File: src/core/sleep_clk_gate_params.svh
/*
  offsets, field positions, reset values and timing counts of the
  sleep gating, kernel source and backup domain control registers.
  assumes: included by bare name from the design files.
*/
`ifndef SLEEP_CLK_GATE_PARAMS_SVH
`define SLEEP_CLK_GATE_PARAMS_SVH

// ----------------------------------------------------------------
// register offsets (byte addresses)
// ----------------------------------------------------------------
`define OFF_SLEEP_GATE 12'h050
`define OFF_KERNEL_SEL 12'h054
`define OFF_BACKUP_CTL 12'h05c

// ----------------------------------------------------------------
// reset values and writable masks
// ----------------------------------------------------------------
`define RST_SLEEP_GATE 32'h0017d801
`define MSK_SLEEP_GATE 32'h0017d801
`define RST_KERNEL_SEL 32'h00000000
`define MSK_KERNEL_SEL 32'hc000f00f

// ----------------------------------------------------------------
// sleep gating bit positions
// ----------------------------------------------------------------
`define BIT_CONVERTER 20
`define BIT_TIMER_G   18
`define BIT_TIMER_F   17
`define BIT_TIMER_E   16
`define BIT_TIMER_D   15
`define BIT_SERIAL_A  14
`define BIT_SYNC_SER  12
`define BIT_ADV_TIMER 11
`define BIT_SYS_CFG   0

// ----------------------------------------------------------------
// kernel source field positions (low bit of each field)
// ----------------------------------------------------------------
`define POS_CONVERTER_SRC 30
`define POS_AUDIO_SRC     14
`define POS_TWO_WIRE_SRC  12
`define POS_SERIAL_B_SRC  2
`define POS_SERIAL_A_SRC  0

// ----------------------------------------------------------------
// backup domain control field positions
// ----------------------------------------------------------------
`define BIT_SLOW_OUT_SEL 25
`define BIT_SLOW_OUT_EN  24
`define BIT_DOMAIN_RST   16
`define BIT_CAL_EN       15
`define POS_CAL_SRC      8
`define BIT_FAIL_FLAG    6
`define BIT_MON_EN       5
`define POS_DRIVE        3
`define BIT_BYPASS       2
`define BIT_READY        1
`define BIT_XTAL_EN      0

// ----------------------------------------------------------------
// timing counts
// ----------------------------------------------------------------
`define BACKUP_WAIT_STATES 2'd3
`define READY_DROP_EDGES   6

`endif

File: src/core/sleep_clk_gate_pkg.sv
/*
  types shared by the clock control slice.
  assumes: nothing beyond a SystemVerilog compiler.
*/
package sleep_clk_gate_pkg;

  // clock run enables of the gated peripherals
  typedef struct packed {
    logic converter;
    logic timer_g;
    logic timer_f;
    logic timer_e;
    logic timer_d;
    logic serial_port_a;
    logic sync_serial_a;
    logic advanced_timer;
    logic sys_config;
  } periph_run_type;

  // kernel clock source codes
  typedef struct packed {
    logic [1:0] converter_clk_source;
    logic [1:0] audio_serial_clk_source;
    logic [1:0] two_wire_clk_source;
    logic [1:0] serial_port_b_clk_source;
    logic [1:0] serial_port_a_clk_source;
  } kernel_sel_type;

  // backup domain control fields
  typedef struct packed {
    logic       slow_clk_out_select;
    logic       slow_clk_out_enable;
    logic       backup_domain_sw_reset;
    logic       calendar_clock_enable;
    logic [1:0] calendar_clock_source;
    logic       crystal_failure_flag;
    logic       crystal_monitor_enable;
    logic [1:0] crystal_drive_level;
    logic       crystal_bypass;
    logic       crystal_enable;
  } backup_ctrl_type;

  // ready tracker states, gray along off, ready, drain
  typedef enum logic [1:0] {
    XTAL_OFF   = 2'b00,
    XTAL_READY = 2'b01,
    XTAL_DRAIN = 2'b11
  } ready_state_type;

endpackage : sleep_clk_gate_pkg

File: src/core/pin_sync.sv
/*
  two flip-flop synchroniser for a group of level inputs.
  assumes: inputs come from outside the clock domain.
*/
`timescale 1ns/100ps
module pin_sync #(
  parameter int WIDTH = 1
) (
  input  wire logic             clk_i,   // system clock
  input  wire logic             rst_n_i, // async reset, low
  input  wire logic [WIDTH-1:0] async_i, // raw levels
  output logic      [WIDTH-1:0] sync_o   // synchronised levels
);

  logic [WIDTH-1:0] stage;

  // ----------------------------------------------------------------
  // two stages, the first read only by the second
  // ----------------------------------------------------------------
  always_ff @(posedge clk_i or negedge rst_n_i) begin
    if (!rst_n_i) begin
      stage  <= '0;
      sync_o <= '0;
    end else begin
      stage  <= async_i;
      sync_o <= stage;
    end
  end

endmodule : pin_sync

File: src/core/crystal_ready_tracker.sv
/*
  crystal ready flag: rises when the oscillator reports stable with the enable set,
  falls a set number of crystal clock edges after the enable drops.
  assumes: stable and crystal clock already synchronised.
*/
`timescale 1ns/100ps
`include "sleep_clk_gate_params.svh"
module crystal_ready_tracker #(
  parameter int DROP_EDGES = `READY_DROP_EDGES
) (
  input  wire logic clk_i,    // system clock
  input  wire logic rst_n_i,  // domain power-on reset, low
  input  wire logic clear_i,  // software domain reset
  input  wire logic enable_i, // crystal enable bit
  input  wire logic stable_i, // oscillator stable, synced
  input  wire logic xclk_i,   // crystal clock, synced
  output logic      ready_o   // crystal ready flag
);

  typedef struct packed {
    sleep_clk_gate_pkg::ready_state_type state;
    logic [2:0]                          edges;
    logic                                xclk_prev;
  } tracker_state_type;

  tracker_state_type st;
  tracker_state_type next_st;
  logic              rise;

  // ----------------------------------------------------------------
  // next state
  // ----------------------------------------------------------------
  always_comb begin
    next_st           = st;
    rise              = xclk_i & ~st.xclk_prev;
    next_st.xclk_prev = xclk_i;
    case (st.state)
      sleep_clk_gate_pkg::XTAL_OFF: begin
        if (enable_i && stable_i) begin
          next_st.state = sleep_clk_gate_pkg::XTAL_READY;
        end
      end
      sleep_clk_gate_pkg::XTAL_READY: begin
        if (!enable_i) begin
          next_st.state = sleep_clk_gate_pkg::XTAL_DRAIN;
          next_st.edges = 3'd0;
        end
      end
      default: begin
        // count crystal edges after the enable drops
        if (enable_i) begin
          next_st.state = sleep_clk_gate_pkg::XTAL_READY;
        end else if (rise) begin
          if (st.edges == 3'(DROP_EDGES - 1)) begin
            next_st.state = sleep_clk_gate_pkg::XTAL_OFF;
          end
          next_st.edges = st.edges + 3'd1;
        end
      end
    endcase
    if (clear_i) begin
      next_st.state = sleep_clk_gate_pkg::XTAL_OFF;
      next_st.edges = 3'd0;
    end
  end

  // ----------------------------------------------------------------
  // state register
  // ----------------------------------------------------------------
  always_ff @(posedge clk_i or negedge rst_n_i) begin
    if (!rst_n_i) begin
      st <= '{sleep_clk_gate_pkg::XTAL_OFF, 3'd0, 1'b0};
    end else begin
      st <= next_st;
    end
  end

  assign ready_o = (st.state != sleep_clk_gate_pkg::XTAL_OFF);

endmodule : crystal_ready_tracker

File: src/core/sleep_clk_gate_kernel_sel_rtc.sv
/*
  apb register slice: sleep clock gating, kernel clock sources and
  backup domain control with its own reset and write protection.
  assumes: apb master on the system clock; power controller and mode
  inputs synchronous; oscillator status pins asynchronous.
*/
`timescale 1ns/100ps
`include "sleep_clk_gate_params.svh"
module sleep_clk_gate_kernel_sel_rtc #(
  parameter int ADDR_W = 12
) (
  input  wire logic                               CLK_SYS_I,      // 25 mhz clock
  input  wire logic                               RESETN_I,       // system reset, low
  input  wire logic                               BKP_PORN_I,     // domain power-on, low
  input  wire logic                               PSEL_I,         // apb select
  input  wire logic                               PENABLE_I,      // apb enable
  input  wire logic                               PWRITE_I,       // apb write
  input  wire logic [ADDR_W-1:0]                  PADDR_I,        // apb byte address
  input  wire logic [31:0]                        PWDATA_I,       // apb write data
  input  wire logic [3:0]                         PSTRB_I,        // apb byte strobes
  output logic      [31:0]                        PRDATA_O,       // apb read data
  output logic                                    PREADY_O,       // apb ready
  output logic                                    PSLVERR_O,      // apb error
  input  wire logic                               DOMAIN_WRITE_UNLOCK_I, // unlock
  input  wire logic                               SLEEP_MODE_I,   // core in sleep
  input  wire logic                               STOP_MODE_I,    // core in stop
  input  wire logic                               XTAL_STABLE_I,  // osc stable pin
  input  wire logic                               XTAL_CLK_I,     // crystal clock pin
  input  wire logic                               XTAL_FAIL_I,    // monitor failure pin
  output sleep_clk_gate_pkg::periph_run_type      PERIPH_RUN_O,   // clock run enables
  output sleep_clk_gate_pkg::kernel_sel_type      KERNEL_SEL_O,   // kernel sources
  output sleep_clk_gate_pkg::backup_ctrl_type     BACKUP_CTRL_O,  // backup controls
  output logic                                    XTAL_READY_O,   // crystal ready
  output logic                                    DOMAIN_RESET_O  // domain reset
);

  // ----------------------------------------------------------------
  // state types
  // ----------------------------------------------------------------
  typedef struct packed {
    logic [31:0] sleep_gate;
    logic [31:0] kernel_sel;
    logic [1:0]  gap;
    logic [31:0] rdata;
  } core_state_type;

  core_state_type                      core;
  core_state_type                      next_core;
  sleep_clk_gate_pkg::backup_ctrl_type bk;
  sleep_clk_gate_pkg::backup_ctrl_type next_bk;

  logic [2:0]  pins_s;
  logic        stable_s;
  logic        xclk_s;
  logic        fail_s;
  logic        ready;
  logic        hit_gate;
  logic        hit_kern;
  logic        hit_bk;
  logic        mapped;
  logic        access;
  logic        done;
  logic        wr;
  logic [31:0] bk_word;
  logic [31:0] bk_new;
  logic [31:0] rd_mux;
  logic        locked;

  // merge write data into a word under byte strobes
  function automatic logic [31:0] merge(input logic [31:0] old,
                                        input logic [31:0] wd,
                                        input logic [3:0]  strb);
    logic [31:0] res;
    res = old;
    for (int i = 0; i < 4; i++) begin
      if (strb[i]) begin
        res[i*8 +: 8] = wd[i*8 +: 8];
      end
    end
    return res;
  endfunction : merge

  // ----------------------------------------------------------------
  // pin synchronisers and ready tracking
  // ----------------------------------------------------------------
  pin_sync #(
    .WIDTH (3)
  ) u_pin_sync (
    .clk_i   (CLK_SYS_I),
    .rst_n_i (BKP_PORN_I),
    .async_i ({XTAL_FAIL_I, XTAL_CLK_I, XTAL_STABLE_I}),
    .sync_o  (pins_s)
  );

  assign stable_s = pins_s[0];
  assign xclk_s   = pins_s[1];
  assign fail_s   = pins_s[2];

  crystal_ready_tracker #(
    .DROP_EDGES (`READY_DROP_EDGES)
  ) u_ready (
    .clk_i    (CLK_SYS_I),
    .rst_n_i  (BKP_PORN_I),
    .clear_i  (bk.backup_domain_sw_reset),
    .enable_i (bk.crystal_enable),
    .stable_i (stable_s),
    .xclk_i   (xclk_s),
    .ready_o  (ready)
  );

  // ----------------------------------------------------------------
  // address decode and handshake
  // ----------------------------------------------------------------
  always_comb begin
    hit_gate = 1'b0;
    hit_kern = 1'b0;
    hit_bk   = 1'b0;
    if (PADDR_I == ADDR_W'(`OFF_SLEEP_GATE)) begin
      hit_gate = 1'b1;
    end else if (PADDR_I == ADDR_W'(`OFF_KERNEL_SEL)) begin
      hit_kern = 1'b1;
    end else if (PADDR_I == ADDR_W'(`OFF_BACKUP_CTL)) begin
      hit_bk = 1'b1;
    end
  end

  assign mapped    = hit_gate | hit_kern | hit_bk;
  assign access    = PSEL_I & PENABLE_I;
  // backup accesses wait out the gap left by the previous one
  assign PREADY_O  = ~hit_bk | (core.gap == 2'd0);
  assign done      = access & PREADY_O;
  assign wr        = done & PWRITE_I & mapped;
  assign PSLVERR_O = access & ~mapped;

  // ----------------------------------------------------------------
  // backup register as a word
  // ----------------------------------------------------------------
  always_comb begin
    bk_word                                 = 32'h00000000;
    bk_word[`BIT_SLOW_OUT_SEL]              = bk.slow_clk_out_select;
    bk_word[`BIT_SLOW_OUT_EN]               = bk.slow_clk_out_enable;
    bk_word[`BIT_DOMAIN_RST]                = bk.backup_domain_sw_reset;
    bk_word[`BIT_CAL_EN]                    = bk.calendar_clock_enable;
    bk_word[`POS_CAL_SRC +: 2]              = bk.calendar_clock_source;
    bk_word[`BIT_FAIL_FLAG]                 = bk.crystal_failure_flag;
    bk_word[`BIT_MON_EN]                    = bk.crystal_monitor_enable;
    bk_word[`POS_DRIVE +: 2]                = bk.crystal_drive_level;
    bk_word[`BIT_BYPASS]                    = bk.crystal_bypass;
    bk_word[`BIT_READY]                     = ready;
    bk_word[`BIT_XTAL_EN]                   = bk.crystal_enable;
  end

  // read multiplexer, unmapped reads give zero
  always_comb begin
    rd_mux = 32'h00000000;
    if (hit_gate) begin
      rd_mux = core.sleep_gate;
    end else if (hit_kern) begin
      rd_mux = core.kernel_sel;
    end else if (hit_bk) begin
      rd_mux = bk_word;
    end
  end

  // ----------------------------------------------------------------
  // system-reset registers, next state
  // ----------------------------------------------------------------
  always_comb begin
    next_core       = core;
    next_core.rdata = rd_mux;
    if (wr && hit_gate) begin
      next_core.sleep_gate = merge(core.sleep_gate, PWDATA_I, PSTRB_I)
                             & `MSK_SLEEP_GATE;
    end
    if (wr && hit_kern) begin
      next_core.kernel_sel = merge(core.kernel_sel, PWDATA_I, PSTRB_I)
                             & `MSK_KERNEL_SEL;
    end
    // open a wait gap after each backup access
    if (done && hit_bk) begin
      next_core.gap = `BACKUP_WAIT_STATES;
    end else if (core.gap != 2'd0) begin
      next_core.gap = core.gap - 2'd1;
    end
  end

  always_ff @(posedge CLK_SYS_I or negedge RESETN_I) begin
    if (!RESETN_I) begin
      core <= '{`RST_SLEEP_GATE, `RST_KERNEL_SEL, 2'd0, 32'h00000000};
    end else begin
      core <= next_core;
    end
  end

  assign PRDATA_O = core.rdata;

  // ----------------------------------------------------------------
  // backup domain register, next state
  // ----------------------------------------------------------------
  assign bk_new = merge(bk_word, PWDATA_I, PSTRB_I);
  assign locked = (bk.calendar_clock_source != 2'b00)
                  & ~bk.crystal_failure_flag;

  always_comb begin
    next_bk = bk;
    // writes only land once the power controller unlocks the domain
    if (wr && hit_bk && DOMAIN_WRITE_UNLOCK_I) begin
      next_bk.slow_clk_out_select    = bk_new[`BIT_SLOW_OUT_SEL];
      next_bk.slow_clk_out_enable    = bk_new[`BIT_SLOW_OUT_EN];
      next_bk.backup_domain_sw_reset = bk_new[`BIT_DOMAIN_RST];
      next_bk.calendar_clock_enable  = bk_new[`BIT_CAL_EN];
      next_bk.crystal_drive_level    = bk_new[`POS_DRIVE +: 2];
      next_bk.crystal_enable         = bk_new[`BIT_XTAL_EN];
      if (!locked) begin
        next_bk.calendar_clock_source = bk_new[`POS_CAL_SRC +: 2];
      end
      // enable sticks unless a failure has been flagged
      if (bk_new[`BIT_MON_EN] || bk.crystal_failure_flag) begin
        next_bk.crystal_monitor_enable = bk_new[`BIT_MON_EN];
      end
      if (!bk.crystal_enable && !ready) begin
        next_bk.crystal_bypass = bk_new[`BIT_BYPASS];
      end
    end
    // software domain reset clears all but the power-on-only bits
    if (bk.backup_domain_sw_reset) begin
      next_bk.calendar_clock_enable  = 1'b0;
      next_bk.calendar_clock_source  = 2'b00;
      next_bk.crystal_failure_flag   = 1'b0;
      next_bk.crystal_monitor_enable = 1'b0;
      next_bk.crystal_drive_level    = 2'b00;
      next_bk.crystal_bypass         = 1'b0;
      next_bk.crystal_enable         = 1'b0;
    end
    // failure set by the monitor wins over any clear
    if (bk.crystal_monitor_enable && fail_s) begin
      next_bk.crystal_failure_flag = 1'b1;
    end
  end

  // only the domain power-on clears this state, system reset never
  always_ff @(posedge CLK_SYS_I or negedge BKP_PORN_I) begin
    if (!BKP_PORN_I) begin
      bk <= '0;
    end else begin
      bk <= next_bk;
    end
  end

  // ----------------------------------------------------------------
  // clock run enables in sleep and stop
  // ----------------------------------------------------------------
  always_comb begin
    PERIPH_RUN_O = '1;
    if (SLEEP_MODE_I || STOP_MODE_I) begin
      // sleep-only clocks stop in stop mode
      PERIPH_RUN_O.converter      = SLEEP_MODE_I & ~STOP_MODE_I
                                    & core.sleep_gate[`BIT_CONVERTER];
      PERIPH_RUN_O.timer_g        = SLEEP_MODE_I & ~STOP_MODE_I
                                    & core.sleep_gate[`BIT_TIMER_G];
      PERIPH_RUN_O.timer_f        = SLEEP_MODE_I & ~STOP_MODE_I
                                    & core.sleep_gate[`BIT_TIMER_F];
      PERIPH_RUN_O.timer_e        = SLEEP_MODE_I & ~STOP_MODE_I
                                    & core.sleep_gate[`BIT_TIMER_E];
      PERIPH_RUN_O.timer_d        = SLEEP_MODE_I & ~STOP_MODE_I
                                    & core.sleep_gate[`BIT_TIMER_D];
      PERIPH_RUN_O.sync_serial_a  = SLEEP_MODE_I & ~STOP_MODE_I
                                    & core.sleep_gate[`BIT_SYNC_SER];
      PERIPH_RUN_O.advanced_timer = SLEEP_MODE_I & ~STOP_MODE_I
                                    & core.sleep_gate[`BIT_ADV_TIMER];
      // these keep running in stop as well
      PERIPH_RUN_O.serial_port_a  = core.sleep_gate[`BIT_SERIAL_A];
      PERIPH_RUN_O.sys_config     = core.sleep_gate[`BIT_SYS_CFG];
    end
  end

  // ----------------------------------------------------------------
  // kernel sources and backup controls out
  // ----------------------------------------------------------------
  // converter and two-wire code 11 is reserved, consumer treats as off
  assign KERNEL_SEL_O.converter_clk_source     =
    core.kernel_sel[`POS_CONVERTER_SRC +: 2];
  assign KERNEL_SEL_O.audio_serial_clk_source  =
    core.kernel_sel[`POS_AUDIO_SRC +: 2];
  assign KERNEL_SEL_O.two_wire_clk_source      =
    core.kernel_sel[`POS_TWO_WIRE_SRC +: 2];
  assign KERNEL_SEL_O.serial_port_b_clk_source =
    core.kernel_sel[`POS_SERIAL_B_SRC +: 2];
  assign KERNEL_SEL_O.serial_port_a_clk_source =
    core.kernel_sel[`POS_SERIAL_A_SRC +: 2];

  // calendar source code drives the mux, 00 means no clock
  assign BACKUP_CTRL_O  = bk;
  assign XTAL_READY_O   = ready;
  assign DOMAIN_RESET_O = bk.backup_domain_sw_reset;

endmodule : sleep_clk_gate_kernel_sel_rtc

File: config.mk
export PLATFORM = sky130hd
export DESIGN_NAME = sleep_clk_gate_kernel_sel_rtc
export DESIGN_NICKNAME = d
export VERILOG_FILES = /design/src/core/sleep_clk_gate_pkg.sv /design/src/core/pin_sync.sv /design/src/core/crystal_ready_tracker.sv /design/src/core/sleep_clk_gate_kernel_sel_rtc.sv
export VERILOG_INCLUDE_DIRS = /design/src /design/src/core
export SDC_FILE = /design/constraint.sdc
export NUM_CORES = 1
export LEC_CHECK = 0
export ABC_AREA = 1
export BUFFER_PORTS_ARGS = -buffer_cell sky130_fd_sc_hd__buf_2
export CELL_PAD_IN_SITES_DETAIL_PLACEMENT = 0
export CELL_PAD_IN_SITES_GLOBAL_PLACEMENT = 1
export CORE_AREA = 4 4 102 104
export CTS_CLUSTER_SIZE = 24
export DETAILED_ROUTE_END_ITERATION = 12
export DIE_AREA = 0 0 106 108
export PLACE_DENSITY_LB_ADDON = 0.1
export SLEW_MARGIN = 20
export SYNTH_ARGS = -nofsm -noshare
export SYNTH_HDL_FRONTEND = slang
export SYNTH_SLANG_ARGS = --single-unit
File: constraint.sdc
create_clock -name CLK_SYS_I -period 1.58 [get_ports CLK_SYS_I]
set_input_delay 0.316 -clock CLK_SYS_I [delete_from_list [all_inputs] [get_ports CLK_SYS_I]]
set_output_delay 0.316 -clock CLK_SYS_I [all_outputs]
set_load 0.05 [all_outputs]
==> results of run 1 <==
report_power, final:
part / switching [mW] / leakage, nW / internal [mW] / total [mW]
clock network: 0.613 / 0.0914 / 0.727 / 1.34
registers: 0.0190 / 0.867 / 1.76 / 1.77
logic: 0.300 / 1.24 / 0.201 / 0.502
total: 0.933 / 2.20 / 2.68 / 3.62
cell type report:
class                           instances  share of cell area (%)
Sequential cell                        67                    40.0
Multi-Input combinational cell        214                    28.2
Timing Repair Buffer                  134                    19.6
Inverter                               45                    4.00
Tap cell                              133                    3.94
Clock buffer                           13                    3.29
Clock inverter                          3                   0.948
kinds of logic after synthesis:
kind of cell	after synthesis
AND/OR/NAND/NOR	154
buffers and inverters	97
flip-flops	67
AO/OA/AOI/OAI	45
adder cells (fa/ha/maj)	3
other	1
XOR/XNOR	1
multiplexers	1
path summary, 6_finish.rpt:
| kind | start | to | slack (ns) |
|---|---|---|---|
| worst max-delay path | core[32]$_DFFE_PN0P_ | PREADY_O | -0.01 |
| worst min-delay path | XTAL_FAIL_I | u_pin_sync.stage[2]$_DFF_PN0_ | 0.08 |
| worst max register to register | core[33]$_DFFE_PN0P_ | BACKUP_CTRL_O[7]$_DFFE_PN0P_ | 0.03 |
| worst min register to register | u_pin_sync.stage[0]$_DFF_PN0_ | u_pin_sync.sync_o[0]$_DFF_PN0_ | 0.35 |
| max in group asynchronous | RESETN_I | core[81]$_DFFE_PN1P_ | 0.62 |
| min in group asynchronous | RESETN_I | PRDATA_O[30]$_DFF_PN0_ | 0.41 |
registers in the layout (all words and copies together), names as in the netlist:
signal / flops
BACKUP_CTRL_O: 11
DOMAIN_RESET_O: 1
KERNEL_SEL_O: 10
PRDATA_O: 22
core: 11
u_pin_sync.stage: 3
u_pin_sync.sync_o: 3
u_ready.st: 6
per-layer routing:
layer / wire, µm / vias up / share of wire (%)
li1: - / 1310 / -
met2: 3980 / 61 / 50
met1: 3550 / 1223 / 45
met3: 367 / 5 / 4.6
met5: 0 / - / 0
met4: 73 / 0 / 0.92
what timing repair did:
item / in CTS / in global routing
hold endpoints to repair: 36 / 0
resized for setup: 11 / 38
buffers inserted: 2 / 7
cloned: 0 / 0
pin swaps: 1 / 19
endpoints found under the setup margin: 11 / 38
hold buffers: 2 / 0
critical path, delay by kind of cell, from the launching register on:
family	cells	cell delay (ns)
buffers and inverters	2	0.24
and+or+nand+nor	1	0.20
DFF	1	0.36
adders and majority gates	1	0.15
layout by cell type, fill, tap and decap left out, drive strengths merged, types with 10 or more instances in the layout:
cell	netlist	final
buf	48	131
nand2	87	87
dfrtp	58	58
inv	45	45
nor2	36	36
nand3	26	26
o21ai	21	21
clkbuf	4	14
a21oi	14	14
conb	1	10
per-stage QoR:
step | utilization [%] | hold slack (ns) | TNS (ns) | std cells
floorplan | - | 0.0204 | -4.04 | 378
global placement | 39.9 | 0.236 | -0.277 | 582
detailed placement | 39.9 | 0.239 | -0.556 | 582
CTS | 42.5 | 0.0598 | -0.0577 | 602
global route | 44.2 | 0.0578 | -1.05 | 609
finish | 44.2 | 0.0819 | -0.0105 | 609
==> flow_metrics.tcl, run 1 <==
set metrics [dict create \
    globalRouteMet1Util_pct 19.1 \
    viasPerCell 4.27 \
    ys_top_cells_by_area "dfrtp_1 (45%), buf_4 (10%), nand2_1 (9.2%), dfstp_2 (7.3%), inv_1 (5.2%)" \
    peakVddDrop_mv 0.507 \
    final_layout_size_suffix_gt1_share_pct 43.9 \
    muxShareOfSynthArea_pct 0.308 \
    p_per_area_mw_per_mm2 856 \
    dr.pass1.iters 4 \
    yosysUniqueCellTypes 29 \
    skew_ns 0.00900 \
    area_growth_pct 29.9 \
    grt_start_max_net_pins 32 \
    numCtsBuffers 9 \
    crit_required_ns 1.26 \
    path_clk_slew_ns 0.07 \
    synth_async_sr_flop_share_pct 100 \
    io_pins 127 \
    finalSetupViolations 1 \
    totalWireLength_um 7980 \
    final_nets 534 \
    die_h_um 108 \
    grt.busiest_layer "met2" \
    synth-simple-area-share_pct 22.1 \
    failed_checks "negative setup slack" \
    ctsRootBufferMaster "clkbuf_8" \
    drcViolationCount 0 \
    die_w_um 106 \
    worstPathCellList "inv_2 -> ha_4 -> nand3b_1 -> buf_6" \
    cts_tree "yes" \
    reg2reg_depth 10 \
    syn_inst 369 \
    worst_path_max_delay_cell "dfrtp_1" \
    clk_latency_ns 0.33 \
    fillers 1020 \
    grtUsageTotal_pct 14.5 \
    tightest_slew_ns 0.541 \
    cts_max_level 3 \
    portBuffers 105 \
    synth_most_common_cell "nand2_1" \
    fmax_mhz 629 \
    globalRouteOverflowTotal 0 \
    fin_ws_ns -0.0105 \
    cts_sinks 67 \
    arrival_ns 1.27 \
    period_needed_ns 1.59 \
    synth-compound-area-share_pct 7.58 \
    hold_class "in -> reg" \
    hold_depth 1 \
    antenna_found_initial 0 \
    wl_per_cell_um 13.1 \
    met2_usage_pct 23.4 \
    cp_max_fo 2 \
    multi_input_area_mm2 0.00119 \
    avgSynthCellArea_um2 8.81 \
    drt_iter0_drc 60 \
    synth_top_area_share_pct 44.6 \
    gp_congestion 0.753 \
    cts_buffer_depth 2 \
    synth_xor_xnor_area_share_pct 0.269 \
    synth_edf_count 0 \
    relSlewSlack_pct 63.9 \
    first_global_vias 2504 \
    drv_cap 0 \
    finalPower_mw 3.62 \
    synth_top_family_by_area "simple AND/OR/NAND/NOR gates" \
    slew_violations 0 \
    yosys_register_bits 67 \
    run_status "finished with violations" \
    seq_area_mm2 0.00169 \
    vias 2599 \
    critPathMaxStageDelay_ns 0.36 \
    hold_viol_final 0 \
    worstSetupPathType "reg -> out" \
    final_area_mm2 0.00422 \
    core_area_mm2 0.00955 \
    dp_slack_ns -0.0872 \
    grt_pass1_wl_um 12700 \
    num_rows 36 \
    synth_warnings 0 \
    period_share_pct 101 \
    synth.largest_area_cell "dfrtp_1" \
    initial_core_util_pct 34.0 \
    synth-seq-area-share_pct 51.9 \
    met3_usage_pct 3.88 \
    rsz0062_at_grt "true" \
    setup.worst_path.start_class "register" \
    antennaDiodeCount 0 \
    dieArea_mm2 0.0114 \
    synthFlopType "dfrtp_1" \
    dp_hpwl_um 6070 \
    synth_fa_ha_area_share_pct 1.15 \
    netlist_top_cells_count "nand2_1 (80), dfrtp_1 (58), buf_4 (45), inv_1 (45), nor2_1 (29)" \
    place_area_mm2 0.00381 \
    p_leak_nw 2.20 \
    syn_area_mm2 0.00325 \
    endpoint_kind "output pin" \
    drtAntennaViolNets 0 \
]
(Power assumes the default switching activity.)
==> inputs of run 2 (changes only) <==
CORE_AREA = 4 4 98 100   (was 4 4 102 104)
DIE_AREA = 0 0 102 104   (was 0 0 106 108)
PLACE_DENSITY_LB_ADDON = 0.15   (was 0.1)
SETUP_SLACK_MARGIN = 0.2   (was not set)
clock period = 2 ns   (was 1.58 ns; I/O delays follow)
==> flow_metrics.tcl, run 2 (synthesized netlist as in run 1, its figures left out) <==
set metrics [dict create \
    dr.pass1.iters 5 \
    portBuffers 105 \
    worstSetupPathType "reg -> out" \
    drtAntennaViolNets 0 \
    dieArea_mm2 0.0106 \
    path_clk_slew_ns 0.07 \
    ctsRootBufferMaster "clkbuf_8" \
    worstPathCellList "inv_2 -> ha_4 -> nand3b_1 -> buf_4" \
    dp_slack_ns 0.184 \
    rsz0062_at_grt "true" \
    tightest_slew_ns 0.557 \
    cts_tree "yes" \
    antennaDiodeCount 0 \
    path_buf_inv 2 \
    die_w_um 102 \
    core_area_mm2 0.00868 \
    crit_required_ns 1.60 \
    largest_register_ffs 22 \
    drcViolationCount 0 \
    fmax_mhz 571 \
    layout.cells.non_filler 561 \
    hold_class "in -> async" \
    holdWs_ns 0.0523 \
    clkPwrFrac_pct 42.0 \
    grt_start_max_net_pins 25 \
    crit_family "flip-flops" \
    switching_share_pct 24.2 \
    numCtsBuffers 9 \
    cts_buffer_depth 2 \
    cp_max_fo 4 \
    peakVddDrop_mv 0.489 \
    p_int_mw 2.28 \
    first_global_vias 2475 \
    final_cell_mix "buf_2 (101), nand2_1 (76), dfrtp_1 (57), inv_1 (40), nor2_1 (26)" \
    fin_ws_ns 0.250 \
    p_sw_mw 0.726 \
    dp_hpwl_um 5920 \
    grtUsageTotal_pct 14.8 \
    wl_per_cell_um 13.5 \
    initial_core_util_pct 37.5 \
    relSlewSlack_pct 62.9 \
    grt_pass1_wl_um 12300 \
    finalPower_mw 3.00 \
    p_per_area_mw_per_mm2 769 \
    cts_sinks 67 \
    period_share_pct 87.5 \
    io_pins 127 \
    critPathMaxStageDelay_ns 0.38 \
    skew_ns 0.00779 \
    run_status "finished, final reports clean" \
    die_h_um 104 \
    slew_violations 0 \
    final_common_cell "buf_2" \
    arrival_ns 1.35 \
    gp_congestion 0.762 \
    globalRouteOverflowTotal 0 \
    finalSetupViolations 0 \
    worst_path_max_delay_cell "dfrtp_1" \
    cts_max_level 3 \
    antenna_found_initial 0 \
    pwr-share-comb_pct 11.2 \
    area_growth_pct 20.1 \
    final_layout_size_suffix_gt1_share_pct 36.4 \
    clk_latency_ns 0.33 \
    hold_viol_final 0 \
    period_needed_ns 1.75 \
    drv_cap 0 \
    endpoint_kind "output pin" \
    post_cts_buffers 0 \
    drt_iter0_drc 65 \
    dp_cells 544 \
    final_nets 511 \
    p_leak_nw 2.05 \
    viasPerCell 4.49 \
    pwr-share-seq_pct 46.8 \
    totalWireLength_um 7550 \
    num_rows 34 \
    tns_ns 0 \
    setup.worst_path.start_class "register" \
    vias 2520 \
]
run 2: cell count changes in the layout (fill, tap and decap cells not counted), moves of 4 or more:
| cell | change |
|---|---|
| nand2_1 | +8 |
| nand2_2 | -5 |
| a21oi_2 | -7 |
| buf_6 | -11 |
| a21oi_1 | +7 |
| buf_4 | -17 |
| buf_2 | +6 |
| nand3_2 | -4 |
| nand3_1 | +4 |
run 2: path summary, 6_finish.rpt:
check / depth (start not counted) / end / start / slack (ns)
setup reg to reg: 8 / KERNEL_SEL_O[4]$_DFFE_PN0P_ / core[32]$_DFFE_PN0P_ / 0.35
min in group CLK_SYS_I: 1 / u_pin_sync.stage[2]$_DFF_PN0_ / XTAL_FAIL_I / 0.17
max in group asynchronous: 3 / core[66]$_DFFE_PN1P_ / RESETN_I / 0.89
hold / removal: 1 / BACKUP_CTRL_O[7]$_DFFE_PN0P_ / BKP_PORN_I / 0.05
setup / recovery: 4 / PREADY_O / core[32]$_DFFE_PN0P_ / 0.25
hold reg to reg: 0 / u_pin_sync.sync_o[1]$_DFF_PN0_ / u_pin_sync.stage[1]$_DFF_PN0_ / 0.35
run 2: power by group through the flow:
stage	registers, mW	logic, mW	clock network [mW]
after floorplan	1.43	0.234	0
after global placement	1.43	0.331	0
after detailed placement	1.43	0.338	0
after CTS	1.40	0.341	1.29
after global routing	1.41	0.376	1.37
final	1.40	0.335	1.26
run 2: per-stage QoR:
step                      utilization (%)  area, µm²
after floorplan                         -       3330
final                                45.0       3900
after global routing                 45.0       3900
after CTS                            44.9       3890
after detailed placement             42.2       3660
after global placement               42.2       3660
run 2: metal layers:
layer / vias up / routed length (µm) / GRT usage, %
met4: 0 / 104 / 4.78
met5: - / 0 / 0
li1: 1269 / - / -
met3: 10 / 489 / 3.49
met1: 1173 / 3370 / 19.5
met2: 68 / 3590 / 23.9
run 2: worst reg2reg max path, cell delays in order (launching register included):
cell and delay (ns):
dfrtp_1 0.40, inv_2 0.07, ha_4 0.15, nand3b_1 0.15, nand3_2 0.15, nor2_4 0.29
nand2_2 0.17, nand2_1 0.10, o21ai_1 0.06
run 2: layout make-up:
cell class / instances / area (µm²)
clock inverters: 2 / 60.1
inverters: 45 / 169
multi-input cells: 214 / 1100
well taps: 108 / 135
flip-flops and latches: 67 / 1690
clock buffers: 14 / 163
fillers: 908 / 4770
repair buffers: 111 / 583
run 2: repair_timing:
item / 4_1_cts / 5_1_grt
setup endpoints to repair: 0 / 5
hold buffers: 1 / 0
endpoints found under the hold margin: 14 / 0
resized for setup: 0 / 7
==> inputs of run 3 (changes only) <==
CORE_AREA = 4 4 102 104   (was 4 4 98 100)
DIE_AREA = 0 0 106 108   (was 0 0 102 104)
clock period = 1.88 ns   (was 2 ns; I/O delays follow)
==> flow_metrics.tcl, run 3 (synthesized netlist as in run 1, its figures left out) <==
set metrics [dict create \
    p_per_area_mw_per_mm2 835 \
    hold_class "in -> async" \
    die_w_um 106 \
    relSlewSlack_pct 62.6 \
    num_rows 36 \
    rsz0062_at_grt "true" \
    cp_max_fo 2 \
    dp_slack_ns 0.120 \
    final_nets 519 \
    wl_per_cell_um 13.0 \
    hold_buffers 0 \
    worstSetupPathType "reg -> out" \
    holdWs_ns 0.0211 \
    crit_required_ns 1.50 \
    totalWireLength_um 7700 \
    path_buf_inv 2 \
    period_share_pct 88.5 \
    drcViolationCount 0 \
    p_int_mw 2.59 \
    setup.worst_path.start_class "register" \
    grt_start_max_net_pins 44 \
    drtAntennaViolNets 0 \
    die_h_um 108 \
    cts_max_level 3 \
    dp_cells 568 \
    area_growth_pct 26.1 \
    fmax_mhz 601 \
    finalPower_mw 3.42 \
    run_status "finished, final reports clean" \
    p_sw_mw 0.833 \
    grt_pass1_wl_um 12200 \
    io_pins 127 \
    critPathMaxStageDelay_ns 0.37 \
    dieArea_mm2 0.0114 \
    arrival_ns 1.29 \
    cts_tree "yes" \
    hold_viol_final 0 \
    worstPathCellList "inv_2 -> ha_4 -> nand3b_1 -> buf_6" \
    dp_hpwl_um 5860 \
    final_layout_size_suffix_gt1_share_pct 39.9 \
    period_needed_ns 1.66 \
    clk_latency_ns 0.33 \
    gp_congestion 0.742 \
    fin_ws_ns 0.216 \
    antenna_found_initial 0 \
    final_area_mm2 0.00410 \
    drv_cap 0 \
    pwr-share-seq_pct 43.6 \
    final_common_cell "buf_2" \
    skew_ns 0.00751 \
    numCtsBuffers 9 \
    place_area_mm2 0.00371 \
    clkPwrFrac_pct 44.6 \
    finalSetupViolations 0 \
    peakVddDrop_mv 0.405 \
    crit_family "flip-flops" \
    dr.pass1.iters 4 \
    drt_iter0_drc 98 \
    cts_sinks 67 \
    largest_register_ffs 22 \
    tns_ns 0 \
    pwr-share-comb_pct 11.8 \
    core_area_mm2 0.00955 \
    tightest_slew_ns 0.561 \
    layout.cells.non_filler 594 \
    path_clk_slew_ns 0.08 \
    grtUsageTotal_pct 13.8 \
    ctsRootBufferMaster "clkbuf_8" \
    cts_buffer_depth 2 \
    antennaDiodeCount 0 \
    fillers 1019 \
    globalRouteOverflowTotal 0 \
    utilization_pct 42.9 \
    final_cell_mix "buf_2 (97), nand2_1 (75), dfrtp_1 (57), inv_1 (42), nor2_1 (26)" \
    worst_path_max_delay_cell "dfrtp_1" \
    viasPerCell 4.24 \
    portBuffers 105 \
    endpoint_kind "output pin" \
    slew_violations 0 \
    switching_share_pct 24.3 \
    p_leak_nw 2.14 \
    initial_core_util_pct 34.0 \
    first_global_vias 2473 \
    vias 2520 \
]
==> run 3: final timing paths <==
path | from | to | slack [ns] | cells past startpoint
max | core[32]$_DFFE_PN0P_ | PREADY_O | 0.22 | 4
min | BKP_PORN_I | BACKUP_CTRL_O[7]$_DFFE_PN0P_ | 0.02 | 1
max reg2reg | core[32]$_DFFE_PN0P_ | BACKUP_CTRL_O[7]$_DFFE_PN0P_ | 0.32 | 10
min reg2reg | u_pin_sync.stage[1]$_DFF_PN0_ | u_pin_sync.sync_o[1]$_DFF_PN0_ | 0.35 | 0
max in group asynchronous | RESETN_I | KERNEL_SEL_O[5]$_DFFE_PN0P_ | 1.38 | 2
min in group CLK_SYS_I | XTAL_FAIL_I | u_pin_sync.stage[2]$_DFF_PN0_ | 0.15 | 1
==> run 3: repair_timing <==
item,4_1_cts,5_1_grt
setup endpoints to repair,7,20
buffers inserted,2,8
pin swaps,1,5
gates resized for setup,8,9
gates cloned,0,0
==> run 3: power by group through the flow <==
stage / clock network (mW) / registers, mW / logic [mW]
2_1_floorplan: 0 / 1.52 / 0.252
3_3_place_gp: 0 / 1.52 / 0.354
3_5_place_dp: 0 / 1.52 / 0.362
4_1_cts: 1.58 / 1.49 / 0.393
5_1_grt: 1.63 / 1.49 / 0.451
6_report: 1.53 / 1.49 / 0.403
==> run 3: layer usage <==
| layer | up-vias | part of all wire (%) | GRT usage, % |
|---|---|---|---|
| li1 | 1291 | - | - |
| met1 | 1171 | 44 | 18.2 |
| met2 | 53 | 50 | 22.7 |
| met3 | 5 | 5.0 | 2.69 |
| met4 | 0 | 0.92 | 5.00 |
| met5 | - | 0 | 0 |
==> run 3: cell type report <==
type	count	area (µm²)	area share, %
Sequential cell	67	1690	41.2
Multi-Input combinational cell	214	1150	28.1
Timing Repair Buffer	119	662	16.1
Inverter	45	169	4.12
Tap cell	133	166	4.06
Clock buffer	11	151	3.69
Clock inverter	5	108	2.63
==> run 3: worst reg2reg max path: cells and delay by family, from the launching register on <==
kind / cells / cell delay, ns
and+or+nand+nor: 7 / 0.75
DFF: 1 / 0.40
buffers and inverters: 2 / 0.19
adders and majority gates: 1 / 0.12
